===== config.mk =====
export PLATFORM = sky130hd
export DESIGN_NAME = cpg_top
export DESIGN_NICKNAME = d
export VERILOG_FILES = /design/src/design/cpg_pkg.sv /design/src/design/cpg_top.sv
export SDC_FILE = /design/constraint.sdc
export NUM_CORES = 1
export LEC_CHECK = 0
export BUFFER_PORTS_ARGS = -buffer_cell sky130_fd_sc_hd__buf_2
export CAP_MARGIN = 20
export CORE_ASPECT_RATIO = 1.25
export CORE_UTILIZATION = 66
export DETAILED_ROUTE_END_ITERATION = 8
export PLACE_DENSITY = 0.87
export SLEW_MARGIN = 40
export SYNTH_ARGS = -nofsm -noshare
export SYNTH_HDL_FRONTEND = slang
export SYNTH_SLANG_ARGS = --single-unit

===== constraint.sdc =====
create_clock -name clk_i -period 12.69 [get_ports clk_i]
set_input_delay 3.807 -clock clk_i [delete_from_list [all_inputs] [get_ports clk_i]]
set_output_delay 3.807 -clock clk_i [all_outputs]
set_load 0.02 [all_outputs]

===== src/design/cpg_pkg.sv =====
package cpg_pkg;
  // ==========================================================================
  // Register map (byte addresses)
  localparam logic [7:0] CTRL_OFS = 8'h00;
  localparam logic [7:0] PER_OFS = 8'h04;
  localparam logic [7:0] DUTY_OFS = 8'h08;
  localparam logic [7:0] DTP_OFS = 8'h0C;
  localparam logic [7:0] DTA_OFS = 8'h10;
  localparam logic [7:0] IOC_OFS = 8'h14;
  localparam logic [7:0] STAT_OFS = 8'h18;
  localparam logic [7:0] ICLR_OFS = 8'h1C;
  localparam logic [7:0] IEN_OFS = 8'h20;
  localparam logic [7:0] CNT_OFS = 8'h24;
  // ==========================================================================
  // Control fields
  localparam int CTRL_IMM_BIT = 0;
  localparam int CTRL_XRES_BIT = 1;
  localparam int CTRL_CENTER_BIT = 2;
  localparam int CTRL_ITB_BIT = 9;
  localparam int CTRL_EN_BIT = 15;
  // Output control fields
  localparam int IOC_SYNC_BIT = 0;
  localparam int IOC_OVD_LSB = 6;
  localparam int IOC_OVEN_LSB = 8;
  // Status / interrupt bits
  localparam int IRQ_PERIOD_BIT = 0;
  localparam int IRQ_XRES_BIT = 1;
  localparam int IRQ_W = 2;
  // Reset values
  localparam logic [15:0] PER_RST = 16'h00FF;
  localparam logic [15:0] CTRL_RST = 16'h0000;
  // ==========================================================================
  // Pin pair travelling together
  typedef struct packed {
    logic high;
    logic low;
  } cpg_pair_t;
endpackage : cpg_pkg


===== src/design/cpg_top.sv =====
// Decided for this implementation: the Wishbone register port and the address map.
`timescale 1ns/10ps
module cpg_top #(
  parameter int CNT_W = 16 // Counter width
) (
  input wire logic clk_i, // 100 MHz clock
  input wire logic rst_i, // Sync reset, active high
  input wire logic [31:0] wb_adr_i, // Wishbone address
  input wire logic [31:0] wb_dat_i, // Wishbone write data
  input wire logic [3:0] wb_sel_i, // Byte selects
  input wire logic wb_we_i, // Write enable
  input wire logic wb_cyc_i, // Cycle
  input wire logic wb_stb_i, // Strobe
  output logic [31:0] wb_dat_o, // Read data
  output logic wb_ack_o, // Acknowledge
  input wire logic cur_reset_i, // External current-reset pin
  input wire logic master_sync_i, // Master time base period start
  output logic high_side_output_o, // High-side gate
  output logic low_side_output_o, // Low-side gate
  output logic irq_o // Level interrupt
);
  // ==========================================================================
  // Parameter check
  initial begin
    if (CNT_W < 4 || CNT_W > 16) begin
      $error("CNT_W out of range");
    end
  end

  // ==========================================================================
  // State
  logic [15:0] ctrl_reg, ctrl_next;
  logic [15:0] per_reg, per_next;
  logic [15:0] duty_reg, duty_next;
  logic [15:0] dtp_reg, dtp_next;
  logic [15:0] dta_reg, dta_next;
  logic [15:0] ioc_reg, ioc_next;
  logic [1:0] oven_reg, oven_next; // Effective override enables
  localparam int IRQ_W_C = cpg_pkg::IRQ_W;
  logic [IRQ_W_C-1:0] stat_reg, stat_next;
  logic [IRQ_W_C-1:0] ien_reg, ien_next;
  logic [CNT_W-1:0] cnt_reg, cnt_next;
  logic dir_reg, dir_next; // Centre mode: 1 = counting down
  logic [CNT_W-1:0] dt_reg, dt_next; // Dead-time counter
  logic raw_h_reg, raw_h_next; // Ideal high before dead time
  logic alt_reg, alt_next; // Current reset every other trip
  logic [1:0] cr_sync_reg, ms_sync_reg;
  logic cr_prev_reg;
  cpg_pkg::cpg_pair_t out_reg, out_next;
  logic [31:0] rdat_reg, rdat_next;
  logic ack_reg, ack_next;
  logic irq_reg, irq_next;

  // ==========================================================================
  // Helpers
  function automatic logic [15:0] merge16(input logic [15:0] old, input logic [31:0] d, input logic [3:0] s);
    merge16 = {s[1] ? d[15:8] : old[15:8], s[0] ? d[7:0] : old[7:0]};
  endfunction : merge16

  logic wr, rd, en, center, independent_time_base_bit, dt_busy, cr_edge, per_end;
  logic [7:0] adr;
  logic [CNT_W-1:0] duty_c, per_c, dta_c, dtp_c;
  always_comb begin
    adr = wb_adr_i[7:0];
    wr = wb_cyc_i & wb_stb_i & wb_we_i & ~ack_reg;
    rd = wb_cyc_i & wb_stb_i & ~wb_we_i & ~ack_reg;
    en = ctrl_reg[cpg_pkg::CTRL_EN_BIT];
    center = ctrl_reg[cpg_pkg::CTRL_CENTER_BIT];
    independent_time_base_bit = ctrl_reg[cpg_pkg::CTRL_ITB_BIT];
    duty_c = duty_reg[CNT_W-1:0];
    per_c = per_reg[CNT_W-1:0];
    dta_c = dta_reg[CNT_W-1:0];
    dtp_c = dtp_reg[CNT_W-1:0];
    dt_busy = dt_reg != '0;
    cr_edge = cr_sync_reg[1] & ~cr_prev_reg;
    // Period end: own counter with INDEPENDENT_TIME_BASE_BIT, master sync pulse otherwise
    per_end = independent_time_base_bit ? (center ? (dir_reg && cnt_reg == '0) : (cnt_reg >= per_c)) : ms_sync_reg[1];
  end

  // ==========================================================================
  // Input synchronisers; first stage read only by second
  always_ff @(posedge clk_i) begin
    if (rst_i) begin
      cr_sync_reg <= 2'b00;
      ms_sync_reg <= 2'b00;
      cr_prev_reg <= 1'b0;
    end else begin
      cr_sync_reg <= {cr_sync_reg[0], cur_reset_i};
      ms_sync_reg <= {ms_sync_reg[0], master_sync_i};
      cr_prev_reg <= cr_sync_reg[1];
    end
  end

  // ==========================================================================
  // Register file next values; one-cycle ack
  always_comb begin
    ctrl_next = ctrl_reg;
    per_next = per_reg;
    duty_next = duty_reg;
    dtp_next = dtp_reg;
    dta_next = dta_reg;
    ioc_next = ioc_reg;
    ien_next = ien_reg;
    oven_next = oven_reg;
    ack_next = (wb_cyc_i & wb_stb_i) & ~ack_reg;
    rdat_next = rdat_reg;
    stat_next = stat_reg;
    if (wr) begin
      if (adr == cpg_pkg::CTRL_OFS) begin
        ctrl_next = merge16(ctrl_reg, wb_dat_i, wb_sel_i);
      end else if (adr == cpg_pkg::PER_OFS) begin
        per_next = merge16(per_reg, wb_dat_i, wb_sel_i);
      end else if (adr == cpg_pkg::DUTY_OFS) begin
        duty_next = merge16(duty_reg, wb_dat_i, wb_sel_i);
      end else if (adr == cpg_pkg::DTP_OFS) begin
        dtp_next = merge16(dtp_reg, wb_dat_i, wb_sel_i);
      end else if (adr == cpg_pkg::DTA_OFS) begin
        dta_next = merge16(dta_reg, wb_dat_i, wb_sel_i);
      end else if (adr == cpg_pkg::IOC_OFS) begin
        ioc_next = merge16(ioc_reg, wb_dat_i, wb_sel_i);
      end else if (adr == cpg_pkg::ICLR_OFS && wb_sel_i[0]) begin
        stat_next = stat_reg & ~wb_dat_i[IRQ_W_C-1:0];
      end else if (adr == cpg_pkg::IEN_OFS && wb_sel_i[0]) begin
        ien_next = wb_dat_i[IRQ_W_C-1:0];
      end
    end
    // Events set after clear so a coincident event wins
    if (en && per_end) begin
      stat_next[cpg_pkg::IRQ_PERIOD_BIT] = 1'b1;
    end
    // Current-limit event is silent with INDEPENDENT_TIME_BASE_BIT current reset
    if (cr_edge && !(independent_time_base_bit && ctrl_reg[cpg_pkg::CTRL_XRES_BIT])) begin
      stat_next[cpg_pkg::IRQ_XRES_BIT] = 1'b1;
    end
    // Override enables: sync to period end or take at once
    if (ioc_reg[cpg_pkg::IOC_SYNC_BIT] == 1'b0 || per_end || !en) begin
      // Release ignored during dead time unless module disabled
      if (!(en && dt_busy && ioc_reg[cpg_pkg::IOC_OVEN_LSB +: 2] == 2'b00)) begin
        oven_next = ioc_reg[cpg_pkg::IOC_OVEN_LSB +: 2];
      end
    end
    if (rd) begin
      if (adr == cpg_pkg::CTRL_OFS) begin
        rdat_next = {16'h0000, ctrl_reg};
      end else if (adr == cpg_pkg::PER_OFS) begin
        rdat_next = {16'h0000, per_reg};
      end else if (adr == cpg_pkg::DUTY_OFS) begin
        rdat_next = {16'h0000, duty_reg};
      end else if (adr == cpg_pkg::DTP_OFS) begin
        rdat_next = {16'h0000, dtp_reg};
      end else if (adr == cpg_pkg::DTA_OFS) begin
        rdat_next = {16'h0000, dta_reg};
      end else if (adr == cpg_pkg::IOC_OFS) begin
        rdat_next = {16'h0000, ioc_reg};
      end else if (adr == cpg_pkg::STAT_OFS) begin
        rdat_next = {30'h0000_0000, stat_reg};
      end else if (adr == cpg_pkg::IEN_OFS) begin
        rdat_next = {30'h0000_0000, ien_reg};
      end else if (adr == cpg_pkg::CNT_OFS) begin
        rdat_next = 32'(cnt_reg);
      end else begin
        rdat_next = 32'h0000_0000; // Unmapped reads zero
      end
    end
    irq_next = |(stat_next & ien_next);
  end

  // ==========================================================================
  // Time base, ideal waveform, dead time and outputs
  always_comb begin
    cnt_next = cnt_reg;
    dir_next = dir_reg;
    alt_next = alt_reg;
    raw_h_next = raw_h_reg;
    dt_next = dt_busy ? dt_reg - 1'b1 : dt_reg;
    out_next = out_reg;
    if (!en) begin
      cnt_next = '0;
      dir_next = 1'b0;
      raw_h_next = 1'b0;
      dt_next = '0;
      out_next = '0;
    end else begin
      // Current reset honoured only on alternate trips with INDEPENDENT_TIME_BASE_BIT
      if (independent_time_base_bit && ctrl_reg[cpg_pkg::CTRL_XRES_BIT] && cr_edge) begin
        alt_next = ~alt_reg;
        if (alt_reg) begin
          cnt_next = '0;
          dir_next = 1'b0;
        end
      end else if (per_end) begin
        cnt_next = '0;
        dir_next = 1'b0;
      end else if (center) begin
        if (!dir_reg && cnt_reg >= per_c) begin
          dir_next = 1'b1;
          cnt_next = cnt_reg - 1'b1;
        end else begin
          cnt_next = dir_reg ? cnt_reg - 1'b1 : cnt_reg + 1'b1;
        end
      end else begin
        cnt_next = cnt_reg + 1'b1;
      end
      // Immediate compare on live duty; buffered duty would wait
      // Centre compare widened by a bit so duty above the period never wraps
      raw_h_next = center ? ({1'b0, cnt_next} + {1'b0, duty_c} > {1'b0, per_c}) : (cnt_next < duty_c);
      if (raw_h_next != raw_h_reg) begin
        // Dead time restarts on each edge; a duty write mid-dead-time that flips the waveform restarts it
        dt_next = raw_h_next ? dtp_c : dta_c;
        out_next = '0;
        // Immediate-update jump lands with no dead time
        if (ctrl_reg[cpg_pkg::CTRL_IMM_BIT] && wr && adr == cpg_pkg::DUTY_OFS) begin
          dt_next = '0;
          out_next.high = raw_h_next;
          out_next.low = ~raw_h_next;
        end
      end else if (!dt_busy) begin
        // Dead time re-inserted each period unless cleared, so 0%/100% hold solid only with it cleared
        out_next.high = raw_h_reg;
        out_next.low = ~raw_h_reg;
        // Tiny centre duty below half alt dead time keeps low off with INDEPENDENT_TIME_BASE_BIT
        if (center && independent_time_base_bit && (duty_c < (dta_c >> 1))) begin
          out_next.low = 1'b0;
        end
      end
      // Centre re-arms on alt dead time only, so clearing it gives solid 0%/100%
      if (per_end && (center ? dta_c != '0 : (dtp_c | dta_c) != '0) && (duty_c == '0 || duty_c == per_c)) begin
        dt_next = center ? dta_c : ((dtp_c > dta_c) ? dtp_c : dta_c);
        out_next = '0;
      end
      // Override: enables bit1 high, bit0 low; data bit1 high, bit0 low
      if (oven_reg[1]) begin
        out_next.high = ioc_reg[cpg_pkg::IOC_OVD_LSB + 1];
      end
      if (oven_reg[0]) begin
        out_next.low = ioc_reg[cpg_pkg::IOC_OVD_LSB];
      end
    end
  end

  // ==========================================================================
  // All state registers except the input synchronisers
  always_ff @(posedge clk_i) begin
    if (rst_i) begin
      ctrl_reg <= cpg_pkg::CTRL_RST;
      per_reg <= cpg_pkg::PER_RST;
      duty_reg <= 16'h0000;
      dtp_reg <= 16'h0000;
      dta_reg <= 16'h0000;
      ioc_reg <= 16'h0000;
      oven_reg <= 2'b00;
      stat_reg <= '0;
      ien_reg <= '0;
      cnt_reg <= '0;
      dir_reg <= 1'b0;
      dt_reg <= '0;
      raw_h_reg <= 1'b0;
      alt_reg <= 1'b0;
      out_reg <= '0;
      rdat_reg <= 32'h0000_0000;
      ack_reg <= 1'b0;
      irq_reg <= 1'b0;
    end else begin
      ctrl_reg <= ctrl_next;
      per_reg <= per_next;
      duty_reg <= duty_next;
      dtp_reg <= dtp_next;
      dta_reg <= dta_next;
      ioc_reg <= ioc_next;
      oven_reg <= oven_next;
      stat_reg <= stat_next;
      ien_reg <= ien_next;
      cnt_reg <= cnt_next;
      dir_reg <= dir_next;
      dt_reg <= dt_next;
      raw_h_reg <= raw_h_next;
      alt_reg <= alt_next;
      out_reg <= out_next;
      rdat_reg <= rdat_next;
      ack_reg <= ack_next;
      irq_reg <= irq_next;
    end
  end

  assign wb_dat_o = rdat_reg;
  assign wb_ack_o = ack_reg;
  assign high_side_output_o = out_reg.high;
  assign low_side_output_o = out_reg.low;
  assign irq_o = irq_reg;

  // ==========================================================================
  // Checks
  chk_no_shoot_through: assert property (@(posedge clk_i) disable iff (rst_i)
    !(out_reg.high && out_reg.low && oven_reg == 2'b00)) else $error("Both outputs high");
  chk_dead_gap: assert property (@(posedge clk_i) disable iff (rst_i)
    (en && oven_reg == 2'b00 && !$past(wr) && $rose(out_reg.high)) |-> $past(!out_reg.low))
    else $error("No gap before high");
  chk_cr_alternate: assert property (@(posedge clk_i) disable iff (rst_i)
    (en && independent_time_base_bit && ctrl_reg[cpg_pkg::CTRL_XRES_BIT] && cr_edge && !alt_reg) |=> alt_reg)
    else $error("Alternate flag stuck");
  chk_no_cl_irq: assert property (@(posedge clk_i) disable iff (rst_i)
    (independent_time_base_bit && ctrl_reg[cpg_pkg::CTRL_XRES_BIT] && !stat_reg[cpg_pkg::IRQ_XRES_BIT] && !wr)
    |=> !stat_reg[cpg_pkg::IRQ_XRES_BIT]) else $error("Current-limit flag set");
  chk_ovr_data: assert property (@(posedge clk_i) disable iff (rst_i)
    (en && oven_reg == 2'b11) |=> out_reg == $past(ioc_reg[7:6]))
    else $error("Override data not driven");
  chk_ack_pulse: assert property (@(posedge clk_i) disable iff (rst_i)
    wb_ack_o |=> !wb_ack_o) else $error("Ack held");
  chk_irq_level: assert property (@(posedge clk_i) disable iff (rst_i)
    irq_o == |($past(stat_next) & $past(ien_next))) else $error("Irq mismatch");
  chk_tiny_duty: assert property (@(posedge clk_i) disable iff (rst_i)
    (en && center && independent_time_base_bit && oven_reg == 2'b00 && duty_c < (dta_c >> 1)) ##1 (en && center && independent_time_base_bit && oven_reg == 2'b00 && duty_c < (dta_c >> 1) && !dt_busy) |-> !out_reg.low)
    else $error("Low asserted at tiny duty");
endmodule : cpg_top


==> results of run 1 <==
[path summary, 6_finish.rpt]
path,to,from
setup / recovery,dt_reg[7],cnt_reg[11]
hold / removal,ms_sync_reg[1],ms_sync_reg[0]
hold reg to reg,ms_sync_reg[1],ms_sync_reg[0]
setup reg to reg,dt_reg[7],cnt_reg[11]
[layout by cell type (no fill, tap or decap), types with 36 or more instances in the layout]
cell	synthesis	routed
mux2i_1	36	36
o21ai_0	70	70
nor3_1	37	37
inv_1	94	94
a21oi_1	143	142
ha_1	116	116
nand2_1	192	192
dfxtp_1	162	162
nand3_1	86	85
nor2_1	144	138
buf_2	3	51
[power by group]
part / internal [mW] / switching (mW) / total, mW
Combinational: 0.0114 / 0.0349 / 0.0463
Sequential: 0.510 / 0.00136 / 0.512
Clock: 0.264 / 0.255 / 0.519
Total: 0.786 / 0.291 / 1.08
[layer usage]
layer	vias to the layer above	track usage, %	share of wire [%]	wire length, um
met3	185	8.62	11	4270
met5	-	0	0	0
met1	5659	54.8	38	15000
met2	822	68.3	44	17700
met4	0	32.4	7.4	2940
li1	5535	-	-	-
[through the flow]
stage | cell area, um^2 | hold WS (ns) | util (%)
finish | 12600 | 0.449 | 72.4
global route | 12600 | 0.473 | 72.4
CTS | 12600 | 0.455 | 72.3
detailed placement | 12000 | 0.438 | 68.9
global placement | 11900 | 0.416 | 68.7
floorplan | 11700 | 0.414 | -
[layout make-up]
class / count / area share [%]
clock inverters: 15 / 1.33
multi-input cells: 1215 / 61.7
well taps: 224 / 2.23
inverters: 95 / 2.84
repair buffers: 62 / 2.72
flip-flops and latches: 162 / 25.8
clock buffers: 17 / 3.38
[cell families (layout without fill, tap and decap cells)]
kind of cell | count (synthesis) | in the layout | share of synthesized area, %
simple gates | 601 | 601 | 24.3
compound gates | 399 | 399 | 22.0
buf+inv | 196 | 189 | 6.85
flops | 162 | 162 | 27.7
fa+ha+maj | 117 | 117 | 12.6
xor+xnor | 44 | 44 | 3.30
mux | 38 | 38 | 3.28
other cells | 1 | 16 | 0.0321
[worst reg2reg max path, delay by kind of cell, from the launching register on]
family,cells,cell delay [ns]
AOI/OAI and AO/OA,16,3.85
xor gates and xnor gates,1,0.15
adders and majority gates,3,1.01
buffers and inverters,1,0.39
DFF,1,0.65
muxes,1,0.36
and+or+nand+nor,8,2.16
==> results.yml, run 1 <==
critical_path:
  worstRegToRegCells: 30
  crit_path_start_kind: "register"
  crit_family: "compound AO/OA/AOI/OAI gates"
  cp.depth: 30
  reg2reg_slack_ns: 4.04
  path_class: "reg2reg"
  critPathBufInv: 1
  crit_top_cell: "a21oi_1"
  cp-end-kind: "register"
  slowest_delay_ns: 0.71
  critical_path.slowest_cell: "a2111oi_1"
  crit_fanout: 34
  worstPathRequired_ns: 13.02
  arrival_ns: 8.98
sta:
  finalMaxSlewViolations: 0
  fin_tns_setup_ns: 0
  rsz0062_at_grt: "no"
  fin_crit_ns: 8.65
  clock.fmax_mhz: 116
  hold_viol_final: 0
  setup_violations: 0
  timing.final.ws_setup_ns: 4.04
  slew_headroom_pct: 44.0
  finalCritPeriodShare_pct: 68.1
  worst_slew_pin_slew_ns: 0.834
  clock_skew_ns: 0.0169
yosys:
  syn_avg_cell_area_um2: 7.50
  netlist.area_leader.share_pct: 27.7
  ys_seq_area_share_pct: 27.7
  synth_cells: 1558
  syn-cell-area_um2: 11700
  synth_seq_cells: 162
  yosysUniqueCellTypes: 81
  netlist_top_cells_count: "nand2_1, dfxtp_1, nor2_1"
  synth_most_common_cell: "nand2_1"
  yosys_warnings: 0
  ys.flop_type: "dfxtp_1"
  synth_largest_area_cell: "dfxtp_1"
  synth-edff-count: 0
  synth.area.top_cells: "dfxtp_1, ha_1, nand2_1"
  ys_async_sr_fraction_pct: 0
clock_network:
  cts.clk_slew.worst_paths_ns: 0.08
  tritoncts: "yes"
  post_cts_buffers: 0
  holdBufCountCts: 0
  cts_buffers: 17
  cts_htree_levels: 4
  clock_path_buffers: 2
  clock_latency_ns: 0.45
  cts_root_buf: "clkbuf_16"
  cts_resized: 0
  clock-sinks: 162
route:
  drtAntennaViolNets: 0
  drt_iter0_drc: 1612
  wirelength_um: 39900
  vias: 12201
  drtPass1Iterations: 6
  wl_per_cell_um: 22.3
  drcViolationCount: 0
  via_per_inst: 6.82
finish:
  diodes: 0
  seq_area_um2: 3240
  fin_cells: 1790
  nNetsFinal: 1745
  multi_input_area_um2: 7760
  fillCellCount: 1439
  drive_above_1_share_pct: 7.92
  area_delta_synth_final_pct: 7.57
worst_hold_path:
  hold_path_depth: 1
  holdCritPathClass: "reg2reg"
die:
  design.core.area_um2: 17400
  placementRows: 54
  ioPinCount: 111
  dieArea_um2: 18300
  die_h_um: 151
  start_util_pct: 67.3
  die_w_um: 121
global_routing:
  antenna_found_initial: 0
  grt.overflow.total: 0
  grt_max_degree: 101
  grt_first_pass_wirelength_um: 61100
  grt_usage_pct: 44.2
  grt_pass1_vias: 11147
status:
  run_status: "finished clean"
placement:
  pre_cts_slack_ns: 4.25
  hpwl_um: 29300
  place_congestion: 1.05
  port_buffers: 52
  dp_cells: 1758
job:
  cap_violations: 0
power_and_ir_drop:
  p_per_area_nw_per_um2: 85.7
  peakVddDrop_v: 0.0000955
  power.total_mw: 1.08
  leakage_nw: 4.84
Power figures use the tool's default switching activity.
==> inputs of run 2 (changes only) <==
--- a/config.mk
+++ b/config.mk
@@ -5,12 +5,13 @@
 export SDC_FILE = /design/constraint.sdc
 export NUM_CORES = 1
 export LEC_CHECK = 0
+export ABC_AREA = 1
 export BUFFER_PORTS_ARGS = -buffer_cell sky130_fd_sc_hd__buf_2
 export CAP_MARGIN = 20
 export CORE_ASPECT_RATIO = 1.25
-export CORE_UTILIZATION = 66
+export CORE_UTILIZATION = 61
 export DETAILED_ROUTE_END_ITERATION = 8
-export PLACE_DENSITY = 0.87
+export PLACE_DENSITY = 0.82
 export SLEW_MARGIN = 40
 export SYNTH_ARGS = -nofsm -noshare
 export SYNTH_HDL_FRONTEND = slang
==> constraint.sdc (replaced) <==
create_clock -name clk_i -period 8.45 [get_ports clk_i]
set_input_delay 2.535 -clock clk_i [delete_from_list [all_inputs] [get_ports clk_i]]
set_output_delay 2.535 -clock clk_i [all_outputs]
set_load 0.02 [all_outputs]
==> run 2 against run 1 <==
- non-clock buffer count shrank 4
- clock-buffer cell count is 3 higher
- sequential power rose by 50%
- wire length shrank 6.1%
- power increased by 55%
- global-route usage fell by 6.2 points
- cell area rose by 0.70%
- critical path depth grew 6
- synthesized cell count grew 9.5%
- cell count grew 10%
- clock power is 63% higher
- sequential cell count unchanged
- largest power group unchanged
==> results.yml, run 2 <==
status:
  run_status: "finished clean"
power_and_ir_drop:
  p_per_area_nw_per_um2: 132
  power_frac_clock_pct: 50.5
  power_frac_seq_pct: 45.9
  peakVddDrop_v: 0.000150
  leakage_nw: 5.91
  internal_power_mw: 1.28
  p_sw_uw: 398
  p_sw_share_pct: 23.8
  p_comb_share_pct: 3.6
sta:
  clock.fmax_mhz: 135
  hold_viol_final: 0
  rsz0062_at_grt: "no"
  finalMaxSlewViolations: 0
  slew_headroom_pct: 42.9
  fin_crit_ns: 7.39
  setup_violations: 0
  finalCritPeriodShare_pct: 87.5
  fin_tns_setup_ns: 0
  worst_slew_pin_slew_ns: 0.855
  clock_skew_ns: 0.0119
yosys:
  netlist_top_cells_count: "nand2_1, inv_1, a21oi_1"
  synth.area.top_cells: "dfxtp_1, ha_1, nand2_1"
  ys.flop_type: "dfxtp_1"
  yosysUniqueCellTypes: 58
  synth-edff-count: 0
  synth_largest_area_cell: "dfxtp_1"
  synth_most_common_cell: "nand2_1"
  synth_seq_cells: 162
  syn-cell-area_um2: 11700
  syn_avg_cell_area_um2: 6.88
  ys_seq_area_share_pct: 27.6
  yosys_warnings: 0
  netlist.area_leader.share_pct: 27.6
  ys_async_sr_fraction_pct: 0
  synth_cells: 1706
critical_path:
  crit_path_start_kind: "register"
  r2r_start: "per_c[15]"
  critical_path.slowest_cell: "o21ai_0"
  crit_fanout: 22
  slowest_delay_ns: 0.46
  path_class: "reg2reg"
  worstSetupStartpoint: "per_c[15]"
  arrival_ns: 7.77
  worstPathRequired_ns: 8.82
  cp-end-kind: "register"
placement:
  place_congestion: 0.928
  port_buffers: 52
  dp_cells: 1942
  hpwl_um: 28600
clock_network:
  cts_resized: 0
  clock-sinks: 162
  tritoncts: "yes"
  cts_root_buf: "clkbuf_16"
  cts.clk_slew.worst_paths_ns: 0.07
  clock_path_buffers: 2
  cts_buffers: 17
  clock_latency_ns: 0.44
  cts_htree_levels: 4
  holdBufCountCts: 0
  post_cts_buffers: 0
die:
  ioPinCount: 111
  design.core.area_um2: 18800
  die_w_um: 126
  placementRows: 56
  start_util_pct: 62.5
  dieArea_um2: 19800
  die_h_um: 157
global_routing:
  antenna_found_initial: 0
  grt_pass1_vias: 10737
  grt_usage_pct: 38.1
  grt_first_pass_wirelength_um: 58100
  grt_max_degree: 106
  grt.overflow.total: 0
route:
  vias: 11933
  drtPass1Iterations: 6
  drcViolationCount: 0
  wirelength_um: 37500
  via_per_inst: 6.05
  drt_iter0_drc: 1306
  drtAntennaViolNets: 0
  wl_per_cell_um: 19.0
finish:
  nNetsFinal: 1921
  fin_cells: 1974
  layout.cells.most_common: "nand2_1"
  final_cell_mix: "nand2_1, inv_1, a21oi_1"
  diodes: 0
  fillCellCount: 1689
  drive_above_1_share_pct: 8.61
  area_delta_synth_final_pct: 7.87
worst_hold_path:
  holdCritPathClass: "reg2reg"
  hold_start: "cr_sync_reg[0]"
job:
  cap_violations: 0
==> run 2: changes by cell type after synthesis, sizes merged, moves of 36 or more <==
cell,change
clkbuf,-47
a21oi,+54
nand2,+125
mux2i,-36
o21ai,+78
inv,+139
==> run 2: worst paths after layout <==
| kind | end | slack [ns] | depth (start not counted) |
|---|---|---|---|
| setup reg to reg | dt_reg[5] | 1.06 | 36 |
| hold reg to reg | cr_sync_reg[1] | 0.40 | 2 |
| setup / recovery | dt_reg[5] | 1.06 | 36 |
| hold / removal | cr_sync_reg[1] | 0.40 | 2 |
==> run 2: layout make-up <==
cell class | count | area, um^2 | share of cell area [%]
clock buffer | 20 | 467 | 3.69
clock inverter | 12 | 166 | 1.31
inverter | 235 | 885 | 6.99
multi-input combinational | 1255 | 7300 | 57.7
sequential | 162 | 3240 | 25.6
tap | 232 | 290 | 2.29
timing repair buffer | 58 | 309 | 2.44
==> run 2: power groups by stage <==
stage / clock (mW) / sequential, mW / combinational, mW
finish: 0.845 / 0.768 / 0.0610
global route: 0.870 / 0.768 / 0.0650
CTS: 0.840 / 0.768 / 0.0592
detailed placement: 0 / 0.785 / 0.0589
global placement: 0 / 0.785 / 0.0582
floorplan: 0 / 0.786 / 0.0415
==> run 2: per-layer routing <==
layer / wire length (um) / vias up / part of all wire, % / GRT usage (%)
met5: 0 / - / 0 / 0
met4: 2170 / 0 / 5.8 / 21.6
met3: 3270 / 152 / 8.7 / 6.73
met2: 16600 / 664 / 44 / 60.9
met1: 15500 / 5407 / 41 / 48.4
li1: - / 5710 / - / -
==> run 2: per-stage QoR <==
stage                     instance area, um^2  util, %  total power, mW  hold slack, ns  worst slack [ns]
after floorplan                         11800        -            0.828           0.388              3.35
after global placement                  12000     63.9            0.843           0.395              1.48
after detailed placement                12000     64.0            0.844           0.401              1.35
after CTS                               12700     67.4             1.67           0.409              1.29
after global routing                    12700     67.4             1.70           0.423             0.514
final                                   12700     67.4             1.67           0.405              1.06
==> run 2: cells by family after synthesis <==
family / count (synthesis) / synth area share, %
and+or+nand+nor: 635 / 24.1
AOI/OAI and AO/OA: 431 / 20.7
buffers and inverters: 304 / 10.9
DFF: 162 / 27.6
adders and majority gates: 117 / 12.5
xor gates and xnor gates: 56 / 4.18
other: 1 / 0.0319
==> run 2: critical path: cells and delay by family, from the launching register on <==
kind	cells	cell delay, ns
AO/OA/AOI/OAI	6	1.56
XOR/XNOR	1	0.17
adder cells (fa/ha/maj)	3	0.96
buffers and inverters	2	0.55
flip-flops	1	0.38
AND/OR/NAND/NOR	24	3.70
==> inputs of run 3 (changes only) <==
--- a/config.mk
+++ b/config.mk
@@ -8,10 +8,12 @@
 export ABC_AREA = 1
 export BUFFER_PORTS_ARGS = -buffer_cell sky130_fd_sc_hd__buf_2
 export CAP_MARGIN = 20
+export CELL_PAD_IN_SITES_DETAIL_PLACEMENT = 1
+export CELL_PAD_IN_SITES_GLOBAL_PLACEMENT = 2
 export CORE_ASPECT_RATIO = 1.25
-export CORE_UTILIZATION = 61
+export CORE_UTILIZATION = 34
 export DETAILED_ROUTE_END_ITERATION = 8
-export PLACE_DENSITY = 0.82
+export PLACE_DENSITY_LB_ADDON = 0.1
 export SLEW_MARGIN = 40
 export SYNTH_ARGS = -nofsm -noshare
 export SYNTH_HDL_FRONTEND = slang
==> run 3 against run 2 <==
- cell count up 10%
- wire length up 21%
- sequential cell count unchanged
- non-clock buffer count up 9
- clock skew down 0.0017 ns
- utilization down 29 points
- register-to-register slack better by 0.30 ns
- cell area up 1.7%
- critical path type unchanged
- largest cell class unchanged
- highest routed layer unchanged
==> results.yml, run 3 (same netlist as run 2, synthesis figures left out) <==
clock_network:
  tritoncts: "yes"
  holdBufCountCts: 0
  clock-sinks: 162
  clock_path_buffers: 2
  cts_htree_levels: 4
  cts_resized: 0
  clock_latency_ns: 0.45
  cts_root_buf: "clkbuf_16"
  cts_buffers: 17
  cts.clk_slew.worst_paths_ns: 0.07
  post_cts_buffers: 0
global_routing:
  grt_max_degree: 106
  antenna_found_initial: 0
  grt.overflow.total: 0
  grt_usage_pct: 26.2
  grt_pass1_vias: 11716
  grt_first_pass_wirelength_um: 69000
critical_path:
  cp-end-kind: "register"
  r2r_start: "per_c[15]"
  crit_top_cell: "nand2_1"
  crit_fanout: 16
  worstPathRequired_ns: 8.83
  critical_path.slowest_cell: "nor3_1"
  worstSetupStartpoint: "per_c[15]"
  path_class: "reg2reg"
  crit_path_start_kind: "register"
  slowest_delay_ns: 0.49
  arrival_ns: 7.47
route:
  drcViolationCount: 0
  wl_per_cell_um: 20.9
  vias: 11564
  via_per_inst: 5.32
  drtPass1Iterations: 4
  drtAntennaViolNets: 0
  drt_iter0_drc: 633
  wirelength_um: 45500
die:
  dieArea_um2: 35300
  die_w_um: 168
  design.core.area_um2: 33800
  die_h_um: 210
  placementRows: 75
  start_util_pct: 34.7
  ioPinCount: 111
sta:
  setup_violations: 0
  clock_skew_ns: 0.0102
  clock.fmax_mhz: 141
  fin_crit_ns: 7.09
  worst_slew_pin_slew_ns: 0.804
  timing.final.ws_setup_ns: 1.36
  fin_tns_setup_ns: 0
  hold_viol_final: 0
  finalCritPeriodShare_pct: 83.9
  finalMaxSlewViolations: 0
  slew_headroom_pct: 45.0
  rsz0062_at_grt: "no"
placement:
  hpwl_um: 36500
  port_buffers: 52
  place_congestion: 0.876
  pre_cts_slack_ns: 1.24
finish:
  drive_above_1_share_pct: 8.91
  layout.cells.most_common: "nand2_1"
  area_delta_synth_final_pct: 9.72
  diodes: 0
  final_cell_mix: "nand2_1, inv_1, a21oi_1"
  nNetsFinal: 1930
power_and_ir_drop:
  leakage_nw: 5.91
  peakVddDrop_v: 0.000148
  p_per_area_nw_per_um2: 123
worst_hold_path:
  holdCritPathClass: "reg2reg"
  hold_start: "cr_sync_reg[0]"
status:
  run_status: "finished clean"
job:
  cap_violations: 0
==> run 3: per-stage QoR <==
step,hold WS [ns],power [mW],utilization [%],instance area [um^2],instances
floorplan,0.388,0.828,-,11800,1721
global placement,0.390,0.850,36.4,12300,2142
detailed placement,0.400,0.850,36.5,12300,2142
CTS,0.410,1.60,38.1,12900,2174
global route,0.437,1.64,38.1,12900,2174
finish,0.405,1.59,38.1,12900,2174
==> run 3: worst paths after layout <==
| check | to | slack [ns] | cells after the start |
|---|---|---|---|
| setup / recovery | dt_reg[12] | 1.36 | 42 |
| setup reg to reg | dt_reg[12] | 1.36 | 42 |
| hold reg to reg | cr_sync_reg[1] | 0.41 | 2 |
| hold / removal | cr_sync_reg[1] | 0.41 | 2 |
==> run 3: report_power, final <==
group | switching, mW | leakage, nW | internal (mW) | total (mW)
sequential | 0.00172 | 1.31 | 0.766 | 0.768
clock | 0.359 | 0.264 | 0.397 | 0.756
combinational | 0.0508 | 4.34 | 0.0148 | 0.0656
==> run 3: layout make-up <==
type	instances	area [um^2]
fill	4355	20900
multi-input combinational	1255	7290
sequential	162	3240
inverter	235	885
tap	423	529
clock buffer	20	457
timing repair buffer	67	377
clock inverter	12	101
==> run 3: worst max-delay path, delay by kind of cell, from the launching register on <==
family          cells  cell delay, ns
xor+xnor            1            0.17
compound gates      7            1.20
simple gates       27            3.51
flops               1            0.38
fa+ha+maj           3            0.95
buf+inv             4            0.76
==> run 3: per-layer routing <==
| layer | wire length, um | vias to the layer above | global-route usage [%] |
|---|---|---|---|
| li1 | - | 5704 | - |
| met1 | 19400 | 5641 | 31.1 |
| met2 | 23600 | 164 | 48.2 |
| met3 | 996 | 55 | 2.39 |
| met4 | 1570 | 0 | 10.5 |
| met5 | 0 | - | 0 |
